===== config.mk =====
export PLATFORM = sky130hd
export DESIGN_NAME = ppcx_top
export DESIGN_NICKNAME = d
export VERILOG_FILES = /design/src/ppcx_pkg.sv /design/src/ppcx_top.sv
export SDC_FILE = /design/constraint.sdc
export NUM_CORES = 1
export LEC_CHECK = 0
export ABC_CLOCK_PERIOD_IN_PS = 2500
export BUFFER_PORTS_ARGS = -buffer_cell sky130_fd_sc_hd__buf_2
export CORE_ASPECT_RATIO = 1.1
export CORE_UTILIZATION = 30
export CTS_CLUSTER_SIZE = 14
export DETAILED_ROUTE_END_ITERATION = 8
export GPL_TIMING_DRIVEN = 0
export PLACE_DENSITY = 0.5
export SETUP_SLACK_MARGIN = 0.05
export SKIP_CTS_REPAIR_TIMING = 1
export SLEW_MARGIN = 30
export SYNTH_ARGS = -nofsm -noshare
export SYNTH_HDL_FRONTEND = slang
export SYNTH_SLANG_ARGS = --single-unit
export TNS_END_PERCENT = 50

===== constraint.sdc =====
create_clock -name clk -period 2.5 [get_ports clk]
set_clock_uncertainty 0.2 [all_clocks]
set_input_delay 0.375 -clock clk [delete_from_list [all_inputs] [get_ports clk]]
set_output_delay 0.375 -clock clk [all_outputs]
set_load 0.1 [all_outputs]

===== src/ppcx_pkg.sv =====
package ppcx_pkg;

   // ----------------------------------------
   // Register addresses (8-bit SFR space)
   // ----------------------------------------
   localparam logic [7:0] PPCX_ADDR_P0_SLEW   = 8'h82;
   localparam logic [7:0] PPCX_ADDR_P1_ITYPE  = 8'h83;
   localparam logic [7:0] PPCX_ADDR_P1_SLEW   = 8'h84;
   localparam logic [7:0] PPCX_ADDR_P3_ITYPE  = 8'hac;
   localparam logic [7:0] PPCX_ADDR_P3_SLEW   = 8'had;
   localparam logic [7:0] PPCX_ADDR_P0_ITYPE  = 8'hb1;
   localparam logic [7:0] PPCX_ADDR_P2_SET    = 8'hb5;
   localparam logic [7:0] PPCX_ADDR_TIMER_CONTROL_REG      = 8'h88;
   localparam logic [7:0] PPCX_ADDR_IE        = 8'ha8;
   localparam logic [7:0] PPCX_ADDR_PORT0     = 8'h80;
   localparam logic [7:0] PPCX_ADDR_PORT1     = 8'h90;
   localparam logic [7:0] PPCX_ADDR_PORT2     = 8'ha0;
   localparam logic [7:0] PPCX_ADDR_PORT3     = 8'hb0;

   // ----------------------------------------
   // Paging and field positions
   // ----------------------------------------
   localparam logic       PPCX_PAGE_CFG       = 1'b1;
   localparam int         PPCX_P2_PULLUP_BIT  = 7;
   localparam int         PPCX_P2_T1OE_BIT    = 3;
   localparam int         PPCX_P2_TIMER0_OUTPUT_ENABLE_BIT    = 2;
   localparam int         PPCX_P2_ITYPE_BIT   = 0;
   localparam logic [7:0] PPCX_P2_WMASK       = 8'h8d;
   localparam int         PPCX_IT0_BIT        = 0;
   localparam int         PPCX_IE0_BIT        = 1;
   localparam int         PPCX_IT1_BIT        = 2;
   localparam int         PPCX_IE1_BIT        = 3;
   localparam int         PPCX_EX0_BIT        = 0;
   localparam int         PPCX_EX1_BIT        = 2;
   localparam int         PPCX_EA_BIT         = 7;
   localparam int         PPCX_IRQ1_PIN       = 7;
   localparam int         PPCX_IRQ0_PIN       = 0;

   // ----------------------------------------
   // Reset values
   // ----------------------------------------
   localparam logic [7:0] PPCX_RST_CFG        = 8'h00;
   localparam logic [7:0] PPCX_RST_LATCH      = 8'hff;
   localparam logic [3:0] PPCX_RST_TIMER_CONTROL_REG_LO    = 4'h0;

   typedef enum logic [1:0] {
      PPCX_OP_READ,
      PPCX_OP_WRITE,
      PPCX_OP_RMW
   } ppcx_op_t;

endpackage


===== src/ppcx_top.sv =====
`timescale 1ns/100ps
`default_nettype none

// Contract
// - Every pin of ports 0, 1, 3 has TTL/Schmitt select bit.
// - Port-2 setting bit 7 enables P2.0 pull-up; forced on as reset pin.
// - Port-2 setting bit 3 routes timer 1 output to its pin.
// - Port-2 setting bit 2 routes timer 0 output to its pin.
// - Port-2 setting bit 0 selects P2.0 input type; set means Schmitt.
// - Every pin of ports 0, 1, 3 has slew bit, reset normal.
// - Input-type and slew registers reachable only on page 1.
// - Read-modify-write on a port reads the output latch, not pins.
// - Logic, jump-clear, complement, inc, dec, djnz use latch reads.
// - Bit move, clear, set rewrite whole latch changing one bit.
// - Timer control bits 0 and 2 choose edge or level per input.
// - Timer control bits 1 and 3 hold external request flags.
// - Edge mode sets flag on high sample followed by low sample.
// - Edge mode flag clears when its service routine is entered.
// - Level mode flag mirrors inverted pin, no clear on entry.
// - Input still low after service requests again.
// - Either external request wakes the device from power-down.
// - P2.0 is general input when reset pin disabled, else reads 0.
// - Input 1 from P1.7, enabled by enable bit 2 and bit 7.
// - Input 0 from P3.0, enabled by enable bit 0 and bit 7.
module ppcx_top
   import ppcx_pkg::*;
(
   input  wire logic       clk,
   input  wire logic       sys_rst,
   input  wire logic [7:0] sfr_addr,
   input  wire logic [7:0] sfr_wdata,
   input  wire logic       sfr_wr,
   input  wire logic       sfr_rd,
   input  wire logic       sfr_rmw,
   input  wire logic       sfr_page,
   input  wire logic       reset_pin_disable,
   input  wire logic [7:0] port0_pins,
   input  wire logic [7:0] port1_pins,
   input  wire logic [7:0] port3_pins,
   input  wire logic       pin20_in,
   input  wire logic       irq0_vector_ack,
   input  wire logic       irq1_vector_ack,
   input  wire logic       timer0_out,
   input  wire logic       timer1_out,
   output logic [7:0]      sfr_rdata,
   output logic [7:0]      port0_latch,
   output logic [7:0]      port1_latch,
   output logic [7:0]      port3_latch,
   output logic [7:0]      port0_input_type,
   output logic [7:0]      port1_input_type,
   output logic [7:0]      port3_input_type,
   output logic [7:0]      port0_slew_select,
   output logic [7:0]      port1_slew_select,
   output logic [7:0]      port3_slew_select,
   output logic            pin20_pullup_on,
   output logic            pin20_input_type,
   output logic            timer0_pin_out,
   output logic            timer0_pin_oe_n,
   output logic            timer1_pin_out,
   output logic            timer1_pin_oe_n,
   output logic            ext_irq0_req,
   output logic            ext_irq1_req,
   output logic            wake_req
);

   // ----------------------------------------
   // Local state
   // ----------------------------------------
   logic [7:0] p2_set_reg;
   logic [3:0] timer_control_reg_lo_reg;
   logic [1:0] ie_bits_reg;
   logic       ea_reg;
   logic [1:0] sync1_reg;
   logic [1:0] sync2_reg;
   logic [1:0] prev_reg;
   logic [7:0] rdata_next;
   logic       cfg_page;
   logic       wr_ok;

   assign cfg_page = (sfr_page == PPCX_PAGE_CFG);
   assign wr_ok    = sfr_wr;

   function automatic logic cfg_hit(input logic [7:0] a, input logic [7:0] reg_a, input logic pg);
      cfg_hit = (a == reg_a) && pg;
   endfunction

   // ----------------------------------------
   // Configuration registers
   // ----------------------------------------
   always_ff @(posedge clk) begin
      if (sys_rst) begin
         port0_input_type  <= PPCX_RST_CFG;
         port1_input_type  <= PPCX_RST_CFG;
         port3_input_type  <= PPCX_RST_CFG;
         port0_slew_select <= PPCX_RST_CFG;
         port1_slew_select <= PPCX_RST_CFG;
         port3_slew_select <= PPCX_RST_CFG;
      end else if (wr_ok) begin
         // Paged registers ignore writes off page 1
         if (cfg_hit(sfr_addr, PPCX_ADDR_P0_ITYPE, cfg_page)) begin
            port0_input_type <= sfr_wdata;
         end else if (cfg_hit(sfr_addr, PPCX_ADDR_P1_ITYPE, cfg_page)) begin
            port1_input_type <= sfr_wdata;
         end else if (cfg_hit(sfr_addr, PPCX_ADDR_P3_ITYPE, cfg_page)) begin
            port3_input_type <= sfr_wdata;
         end else if (cfg_hit(sfr_addr, PPCX_ADDR_P0_SLEW, cfg_page)) begin
            port0_slew_select <= sfr_wdata;
         end else if (cfg_hit(sfr_addr, PPCX_ADDR_P1_SLEW, cfg_page)) begin
            port1_slew_select <= sfr_wdata;
         end else if (cfg_hit(sfr_addr, PPCX_ADDR_P3_SLEW, cfg_page)) begin
            port3_slew_select <= sfr_wdata;
         end
      end
   end

   // Port-2 setting lives on all pages
   always_ff @(posedge clk) begin
      if (sys_rst) begin
         p2_set_reg <= PPCX_RST_CFG;
      end else if (wr_ok && sfr_addr == PPCX_ADDR_P2_SET) begin
         p2_set_reg <= sfr_wdata & PPCX_P2_WMASK;
      end
   end

   always_ff @(posedge clk) begin
      if (sys_rst) begin
         pin20_pullup_on  <= 1'b1;
         pin20_input_type <= 1'b0;
         timer0_pin_out   <= 1'b0;
         timer0_pin_oe_n  <= 1'b1;
         timer1_pin_out   <= 1'b0;
         timer1_pin_oe_n  <= 1'b1;
      end else begin
         // As reset pin the pull-up cannot be turned off
         pin20_pullup_on  <= !reset_pin_disable || p2_set_reg[PPCX_P2_PULLUP_BIT];
         pin20_input_type <= p2_set_reg[PPCX_P2_ITYPE_BIT];
         timer0_pin_out   <= timer0_out;
         timer0_pin_oe_n  <= !p2_set_reg[PPCX_P2_TIMER0_OUTPUT_ENABLE_BIT];
         timer1_pin_out   <= timer1_out;
         timer1_pin_oe_n  <= !p2_set_reg[PPCX_P2_T1OE_BIT];
      end
   end

   // ----------------------------------------
   // Port output latches
   // ----------------------------------------
   // The CPU does the modify step; a write always carries the full byte,
   // built from a latch read, so bit ops rewrite the whole latch.
   always_ff @(posedge clk) begin
      if (sys_rst) begin
         port0_latch <= PPCX_RST_LATCH;
         port1_latch <= PPCX_RST_LATCH;
         port3_latch <= PPCX_RST_LATCH;
      end else if (wr_ok) begin
         if (sfr_addr == PPCX_ADDR_PORT0) begin
            port0_latch <= sfr_wdata;
         end else if (sfr_addr == PPCX_ADDR_PORT1) begin
            port1_latch <= sfr_wdata;
         end else if (sfr_addr == PPCX_ADDR_PORT3) begin
            port3_latch <= sfr_wdata;
         end
      end
   end

   // ----------------------------------------
   // External interrupt detection
   // ----------------------------------------
   always_ff @(posedge clk) begin
      if (sys_rst) begin
         sync1_reg <= 2'h3;
         sync2_reg <= 2'h3;
         prev_reg  <= 2'h3;
      end else begin
         sync1_reg <= {port1_pins[PPCX_IRQ1_PIN], port3_pins[PPCX_IRQ0_PIN]};
         sync2_reg <= sync1_reg;
         prev_reg  <= sync2_reg;
      end
   end

   always_ff @(posedge clk) begin
      if (sys_rst) begin
         timer_control_reg_lo_reg <= PPCX_RST_TIMER_CONTROL_REG_LO;
      end else begin
         if (wr_ok && sfr_addr == PPCX_ADDR_TIMER_CONTROL_REG) begin
            timer_control_reg_lo_reg[PPCX_IT0_BIT] <= sfr_wdata[PPCX_IT0_BIT];
            timer_control_reg_lo_reg[PPCX_IT1_BIT] <= sfr_wdata[PPCX_IT1_BIT];
         end
         // Flag 0: level mode mirrors inverted pin, edge mode is sticky; set beats clear
         if (!timer_control_reg_lo_reg[PPCX_IT0_BIT]) begin
            timer_control_reg_lo_reg[PPCX_IE0_BIT] <= !sync2_reg[0];
         end else if (prev_reg[0] && !sync2_reg[0]) begin
            timer_control_reg_lo_reg[PPCX_IE0_BIT] <= 1'b1;
         end else if (irq0_vector_ack) begin
            timer_control_reg_lo_reg[PPCX_IE0_BIT] <= 1'b0;
         end else if (wr_ok && sfr_addr == PPCX_ADDR_TIMER_CONTROL_REG) begin
            timer_control_reg_lo_reg[PPCX_IE0_BIT] <= sfr_wdata[PPCX_IE0_BIT];
         end
         if (!timer_control_reg_lo_reg[PPCX_IT1_BIT]) begin
            timer_control_reg_lo_reg[PPCX_IE1_BIT] <= !sync2_reg[1];
         end else if (prev_reg[1] && !sync2_reg[1]) begin
            timer_control_reg_lo_reg[PPCX_IE1_BIT] <= 1'b1;
         end else if (irq1_vector_ack) begin
            timer_control_reg_lo_reg[PPCX_IE1_BIT] <= 1'b0;
         end else if (wr_ok && sfr_addr == PPCX_ADDR_TIMER_CONTROL_REG) begin
            timer_control_reg_lo_reg[PPCX_IE1_BIT] <= sfr_wdata[PPCX_IE1_BIT];
         end
      end
   end

   always_ff @(posedge clk) begin
      if (sys_rst) begin
         ie_bits_reg <= 2'h0;
         ea_reg      <= 1'b0;
      end else if (wr_ok && sfr_addr == PPCX_ADDR_IE) begin
         ie_bits_reg <= {sfr_wdata[PPCX_EX1_BIT], sfr_wdata[PPCX_EX0_BIT]};
         ea_reg      <= sfr_wdata[PPCX_EA_BIT];
      end
   end

   always_ff @(posedge clk) begin
      if (sys_rst) begin
         ext_irq0_req <= 1'b0;
         ext_irq1_req <= 1'b0;
         wake_req     <= 1'b0;
      end else begin
         ext_irq0_req <= timer_control_reg_lo_reg[PPCX_IE0_BIT] && ie_bits_reg[0] && ea_reg;
         ext_irq1_req <= timer_control_reg_lo_reg[PPCX_IE1_BIT] && ie_bits_reg[1] && ea_reg;
         // Wake does not need the global enable: clock may be stopped
         wake_req     <= (timer_control_reg_lo_reg[PPCX_IE0_BIT] && ie_bits_reg[0])
                         || (timer_control_reg_lo_reg[PPCX_IE1_BIT] && ie_bits_reg[1]);
      end
   end

   // ----------------------------------------
   // Read path
   // ----------------------------------------
   always_comb begin
      rdata_next = 8'h00;
      if (sfr_addr == PPCX_ADDR_PORT0) begin
         rdata_next = sfr_rmw ? port0_latch : port0_pins;
      end else if (sfr_addr == PPCX_ADDR_PORT1) begin
         rdata_next = sfr_rmw ? port1_latch : port1_pins;
      end else if (sfr_addr == PPCX_ADDR_PORT3) begin
         rdata_next = sfr_rmw ? port3_latch : port3_pins;
      end else if (sfr_addr == PPCX_ADDR_PORT2) begin
         rdata_next = {7'h00, reset_pin_disable && pin20_in};
      end else if (cfg_hit(sfr_addr, PPCX_ADDR_P0_ITYPE, cfg_page)) begin
         rdata_next = port0_input_type;
      end else if (cfg_hit(sfr_addr, PPCX_ADDR_P1_ITYPE, cfg_page)) begin
         rdata_next = port1_input_type;
      end else if (cfg_hit(sfr_addr, PPCX_ADDR_P3_ITYPE, cfg_page)) begin
         rdata_next = port3_input_type;
      end else if (cfg_hit(sfr_addr, PPCX_ADDR_P0_SLEW, cfg_page)) begin
         rdata_next = port0_slew_select;
      end else if (cfg_hit(sfr_addr, PPCX_ADDR_P1_SLEW, cfg_page)) begin
         rdata_next = port1_slew_select;
      end else if (cfg_hit(sfr_addr, PPCX_ADDR_P3_SLEW, cfg_page)) begin
         rdata_next = port3_slew_select;
      end else if (sfr_addr == PPCX_ADDR_P2_SET) begin
         rdata_next = p2_set_reg;
      end else if (sfr_addr == PPCX_ADDR_TIMER_CONTROL_REG) begin
         rdata_next = {4'h0, timer_control_reg_lo_reg};
      end else if (sfr_addr == PPCX_ADDR_IE) begin
         rdata_next = {ea_reg, 4'h0, ie_bits_reg[1], 1'b0, ie_bits_reg[0]};
      end
   end

   always_ff @(posedge clk) begin
      if (sys_rst) begin
         sfr_rdata <= 8'h00;
      end else if (sfr_rd || sfr_rmw) begin
         sfr_rdata <= rdata_next;
      end
   end

endmodule

`default_nettype wire

==> out/metrics.cfg, run 1 <==
[run_status]
outcome=complete, but fails checks
violations=setup timing

[synthesis]
syn_area_per_cell_um2=8.634
synthFlopType=dfxtp_1
synth_cell_types=70
synth_nets=677
netlist_instances=625
synth_area_um2=5396
ys_seq_area_frac=0.3932
synth_enable_flop_cells=0
yosysWarnings=0
ys_async_sr_fraction=0
ys_seq_elements=106

[sta]
maxSlewViolCount=0
worst_pin_slew_ns=0.9522
timing.fmax_mhz=394.0
finalWorstSetupSlack_ns=-0.03778
final_hold_viol_count=0
rsz0062_at_grt=yes
finalCriticalPeriod_ns=2.538
relSlewSlack=0.3652
setup_tns_ns=-0.03778
finalCritPeriodShare=1.015
setup_viol=1

[power]
cellPowerDensity_nw_per_um2=533.8
p_sw_frac=0.2536
comb_power_share=0.104
vdd_drop_max_v=0.0003387
p_sw_mw=0.9104
leakagePower_nw=2.933
pwr-share-seq=0.474
power_frac_clock=0.422
intPower_mw=2.680

[cells_and_area]
layout_common_cells=buf_2 (137), dfxtp_1 (106), nand2_1 (71), nor2_1 (57), mux2i_1 (54)
instances_no_fill=1014
synthToLayoutAreaGrowth_pct=24.65
finalNetCount=824
final_common_cell=buf_2
diodes=0
layout-drive-gt1-share=0.2448
fillers=1879
design_area_um2=6726

[min_path]
min_from=timer1_out
hold_path_class=in2reg

[die]
die_area_um2=18530
ios=141
initial_core_util=0.3053
core_um2=17680
rows=51
die_w_um=129.9
fp.dieH_um=142.7

[worst_setup_path]
r2r_slack_ns=0.48
rr_startpoint=port3_latch[5]$_SDFFE_PP1P_
setup.worst_path.start=sfr_addr[0]
cp-end-kind=register
path_class=in2reg
cp_max_fo=10
required_ns=2.53
critPathLaunchType=primary input
crit_arrival_ns=2.57

[clock_network]
clockRootBuffer=clkbuf_16
cts_buffers=9
cts_tree=done
insertion_delay_ns=0.37
cts_sinks=106
clk_pin_slew_ns=0.07
clk_path_buf_depth=2
cts_max_level=3

[global_routing]
antenna_found_initial=0
track_usage=0.2359
grt_pass1_wl_mm=31.66
grt_overflow=0
grt_pass1_vias=5303
grt_max_degree=16

[routing]
vias=5621
totalWireLength_mm=21.89
via_per_inst=5.543
drc_errors=0
wl_per_cell_um=21.59
detail-route-antenna-nets=0
drt-initial-drc-count=414
dr.pass1.iters=6

[placed_design]
placed_area_um2=6354
port_buffers=130
dpl_worst_slack_ns=-0.5241
dp_cells=993
dp.final_hpwl_mm=16.61
gp_congestion=0.9396

[flow_run]
max-cap-violations=0

kinds of logic (layout without fill, tap and decap cells):
logic type | count (synthesis) | count (layout) | share of synthesized area
DFF | 106 | 106 | 0.3932
AOI/OAI and AO/OA | 124 | 124 | 0.1653
xor gates and xnor gates | 1 | 1 | 0.001623
buffers and inverters | 63 | 214 | 0.05031
muxes | 59 | 59 | 0.1169
and+or+nand+nor | 272 | 272 | 0.2727
worst max-delay path, cell delays in order:
cell      delay [ns]
clkbuf_1        0.30
or3b_1          0.40
clkbuf_1        0.20
or3_1           0.52
o221a_1         0.31
o22ai_1         0.31
o22ai_1         0.15
synth_stat cells, drive strengths merged (4+ instances only):
cell	n	share of area
a221oi	7	0.011
nor2	58	0.040
a211oi	7	0.011
or2	7	0.0081
nand3	32	0.030
o21ai	11	0.010
inv	12	0.0083
or3	7	0.0081
clkbuf	37	0.026
a31oi	4	0.0046
mux2i	54	0.10
o221ai	6	0.0097
nand4	8	0.012
nor3b	7	0.012
nor2b	18	0.021
dfxtp	106	0.39
nand3b	22	0.031
a21o	4	0.0056
nand2b	8	0.0093
o22ai	7	0.0081
nand2	71	0.049
nor4	7	0.0081
nor3	9	0.013
buf	14	0.016
a211o	16	0.026
a21oi	34	0.032
stage by stage:
step	util	power (mW)	hold slack, ns
after floorplan	-	1.957	0.1814
after global placement	0.3590	2.102	0.1925
after detailed placement	0.3595	2.103	0.1965
after CTS	0.3765	3.597	0.01438
after global routing	0.3805	3.699	0.02525
final	0.3805	3.591	0.01416
power groups by stage:
| stage | combinational, mW | clock (mW) | sequential [mW] |
|---|---|---|---|
| floorplan | 0.182 | 0 | 1.78 |
| global placement | 0.361 | 0 | 1.74 |
| detailed placement | 0.361 | 0 | 1.74 |
| CTS | 0.362 | 1.53 | 1.70 |
| global route | 0.390 | 1.61 | 1.70 |
| finish | 0.372 | 1.52 | 1.70 |
routing by layer:
metal  part of all wire  track usage  up-vias
met2               0.46       0.3665      246
li1                   -            -     2571
met3              0.062      0.04309       49
met1               0.44       0.3116     2755
met4              0.041       0.1181        0
met5                  0            0        -
worst paths after layout:
check	cells after the start	endpoint
setup reg to reg	5	sfr_rdata[5]$_SDFFE_PP0P_
hold reg to reg	1	sync2_reg[0]$_SDFF_PP1_
hold / removal	2	timer1_pin_out$_SDFF_PP0_
setup / recovery	7	sfr_rdata[6]$_SDFFE_PP0P_
cell type report:
type                    instances  area [um^2]  area share
clock buffers                  12        236.5     0.03516
flip-flops and latches        106         2122      0.3155
inverters                      12        45.04    0.006696
clock inverters                 3        65.06    0.009673
repair buffers                136        695.7      0.1034
well taps                     238        297.8     0.04427
plain buffers                  51        229.0     0.03404
multi-input cells             456         3035      0.4513
Power figures use the tool's default switching activity.
==> run 2: changes to the inputs <==
ABC_CLOCK_PERIOD_IN_PS = 2900   (was 2500)
PLACE_DENSITY = 0.48   (was 0.5)
clock period = 2.9 ns   (was 2.5 ns; I/O delays follow)
==> run 2 against run 1 <==
Compared with the run above: the run now ends clean; non-clock buffer count down 6; worst hold slack better by 0.063 ns; via count shrank 2.8%; sequential share of layout area up 0.44 points; final area shrank 1.4%; clock power fell by 20%; worst setup slack improved by 0.20 ns; register-to-register slack gained 0.41 ns; sequential power decreased by 14%; cell count shrank 0.69%; critical path type unchanged; critical endpoint is now port1_latch[0]$_SDFFE_PP1P_.
==> out/metrics.cfg, run 2 (same netlist as run 1, synthesis figures left out) <==
[worst_setup_path]
cp_max_fo=10  ; unchanged
critPathLaunchType=primary input
r2r_slack_ns=0.89  ; +0.41 ns
path_class=in2reg
rr_startpoint=port3_latch[5]$_SDFFE_PP1P_
r2r_end=sfr_rdata[5]$_SDFFE_PP0P_
rr_worst_depth=5  ; unchanged
required_ns=2.95  ; +0.42 ns
crit_arrival_ns=2.78  ; +0.21 ns
cp-end-kind=register

[routing]
drt-initial-drc-count=418  ; +0.97%
dr.pass1.iters=5  ; -1
detail-route-antenna-nets=0  ; unchanged
via_per_inst=5.425  ; -2.1%
wl_per_cell_um=21.96  ; +1.7%
drc_errors=0  ; unchanged
vias=5463  ; -2.8%
totalWireLength_mm=22.11  ; +1.0%

[placed_design]
placed_area_um2=6354  ; unchanged
gp_congestion=0.9043  ; -3.8%
dp.final_hpwl_mm=16.73  ; +0.76%
dp_cells=993  ; unchanged
port_buffers=130  ; unchanged

[sta]
rsz0062_at_grt=yes
maxSlewViolCount=0  ; unchanged
worst_pin_slew_ns=0.9899  ; +0.03765 ns
timing.fmax_mhz=365.9
relSlewSlack=0.3401  ; -0.02510
setup_viol=0  ; -1
finalCritPeriodShare=0.9424
finalCriticalPeriod_ns=2.733
final_hold_viol_count=0  ; unchanged
timing.hold.ws_ns=0.07738  ; +0.06321 ns

[min_path]
whs_path_depth=2  ; unchanged
whs_endpoint=timer1_pin_out$_SDFF_PP0_
min_from=timer1_out
hold_path_class=in2reg

[cells_and_area]
finalNetCount=818  ; -0.73%
instances_no_fill=1007  ; -0.69%
layout-drive-gt1-share=0.2341  ; -0.01078
synthToLayoutAreaGrowth_pct=22.93
final_common_cell=buf_2
layout_common_cells=buf_2 (137), dfxtp_1 (106), nand2_1 (71), nor2_1 (58), mux2i_1 (54)
design_area_um2=6634  ; -1.4%
diodes=0  ; unchanged
fillers=1906  ; +1.4%

[clock_network]
cts_tree=done
clk_path_buf_depth=2  ; unchanged
cts_max_level=3  ; unchanged
cts_sinks=106  ; unchanged
insertion_delay_ns=0.37  ; about the same
cts_buffers=9  ; unchanged
clockRootBuffer=clkbuf_16
clk_pin_slew_ns=0.06  ; about the same

[die]
core_um2=17680  ; unchanged
die_area_um2=18530  ; unchanged
initial_core_util=0.3053  ; unchanged
die_w_um=129.9  ; unchanged
fp.dieH_um=142.7  ; unchanged
ios=141  ; unchanged
rows=51  ; unchanged

[global_routing]
grt_overflow=0  ; unchanged
track_usage=0.2438  ; +0.007895
grt_pass1_vias=5299  ; -0.075%
antenna_found_initial=1  ; +1
grt_pass1_wl_mm=32.61  ; +3.0%
grt_max_degree=16  ; unchanged

[flow_run]
max-cap-violations=0  ; unchanged

[power]
leakagePower_nw=2.875  ; -2.0%
cellPowerDensity_nw_per_um2=452.8  ; -15%
vdd_drop_max_v=0.0002943  ; -13%

[run_status]
outcome=complete, no violations

==> run 2: worst max-delay path by stage <==
stage,startpoint,end,slack (ns),depth (start not counted)
2_1_floorplan,sfr_addr[5],sfr_rdata[5]$_SDFFE_PP0P_,0.44,8
3_3_place_gp,sfr_addr[4],sfr_rdata[1]$_SDFFE_PP0P_,-0.23,7
3_5_place_dp,sfr_addr[2],port3_slew_select[7]$_SDFFE_PP0P_,-0.24,7
4_1_cts,sfr_addr[2],port3_slew_select[7]$_SDFFE_PP0P_,0.13,7
5_1_grt,sfr_addr[0],port1_latch[7]$_SDFFE_PP1P_,0.04,7
6_report,sfr_addr[0],port1_latch[0]$_SDFFE_PP1P_,0.17,7
==> run 2: critical path, cell delays in order <==
cell      delay (ns)
clkbuf_1        0.19
or4_1           0.56
buf_2           0.21
nor3_2          0.69
nand2_1         0.43
nand2_1         0.16
nand3b_1        0.09
==> run 2: final cells by class <==
cell class | instances | area [um^2] | area share
plain buffers | 51 | 226.5 | 0.03414
clock buffers | 11 | 232.7 | 0.03508
clock inverters | 3 | 42.54 | 0.006413
inverters | 12 | 45.04 | 0.006790
multi-input cells | 456 | 3017 | 0.4547
flip-flops and latches | 106 | 2122 | 0.3199
well taps | 238 | 297.8 | 0.04489
repair buffers | 130 | 650.6 | 0.09808
==> run 2: through the flow <==
step / setup WS, ns / setup TNS [ns] / total power, mW / utilization
after floorplan: 0.4385 / 0 / 1.687 / -
after global placement: -0.2282 / -5.183 / 1.813 / 0.3590
after detailed placement: -0.2389 / -3.644 / 1.815 / 0.3595
after CTS: 0.1300 / 0 / 3.025 / 0.3750
after global routing: 0.03961 / 0 / 3.101 / 0.3753
final: 0.1670 / 0 / 3.004 / 0.3753
==> run 2: routing by layer <==
metal,GRT usage,up-vias,wire [um]
met2,0.3814,216,10160
met4,0.1304,2,994
met1,0.3227,2652,9742
li1,-,2543,-
met5,0,-,15
met3,0.03484,50,1202
==> run 2: where the power goes <==
part	internal (mW)	switching [mW]	leakage (nW)	total [mW]
clock network	0.660	0.558	0.131	1.22
registers	1.46	0.00464	0.857	1.47
logic	0.0937	0.225	1.89	0.318
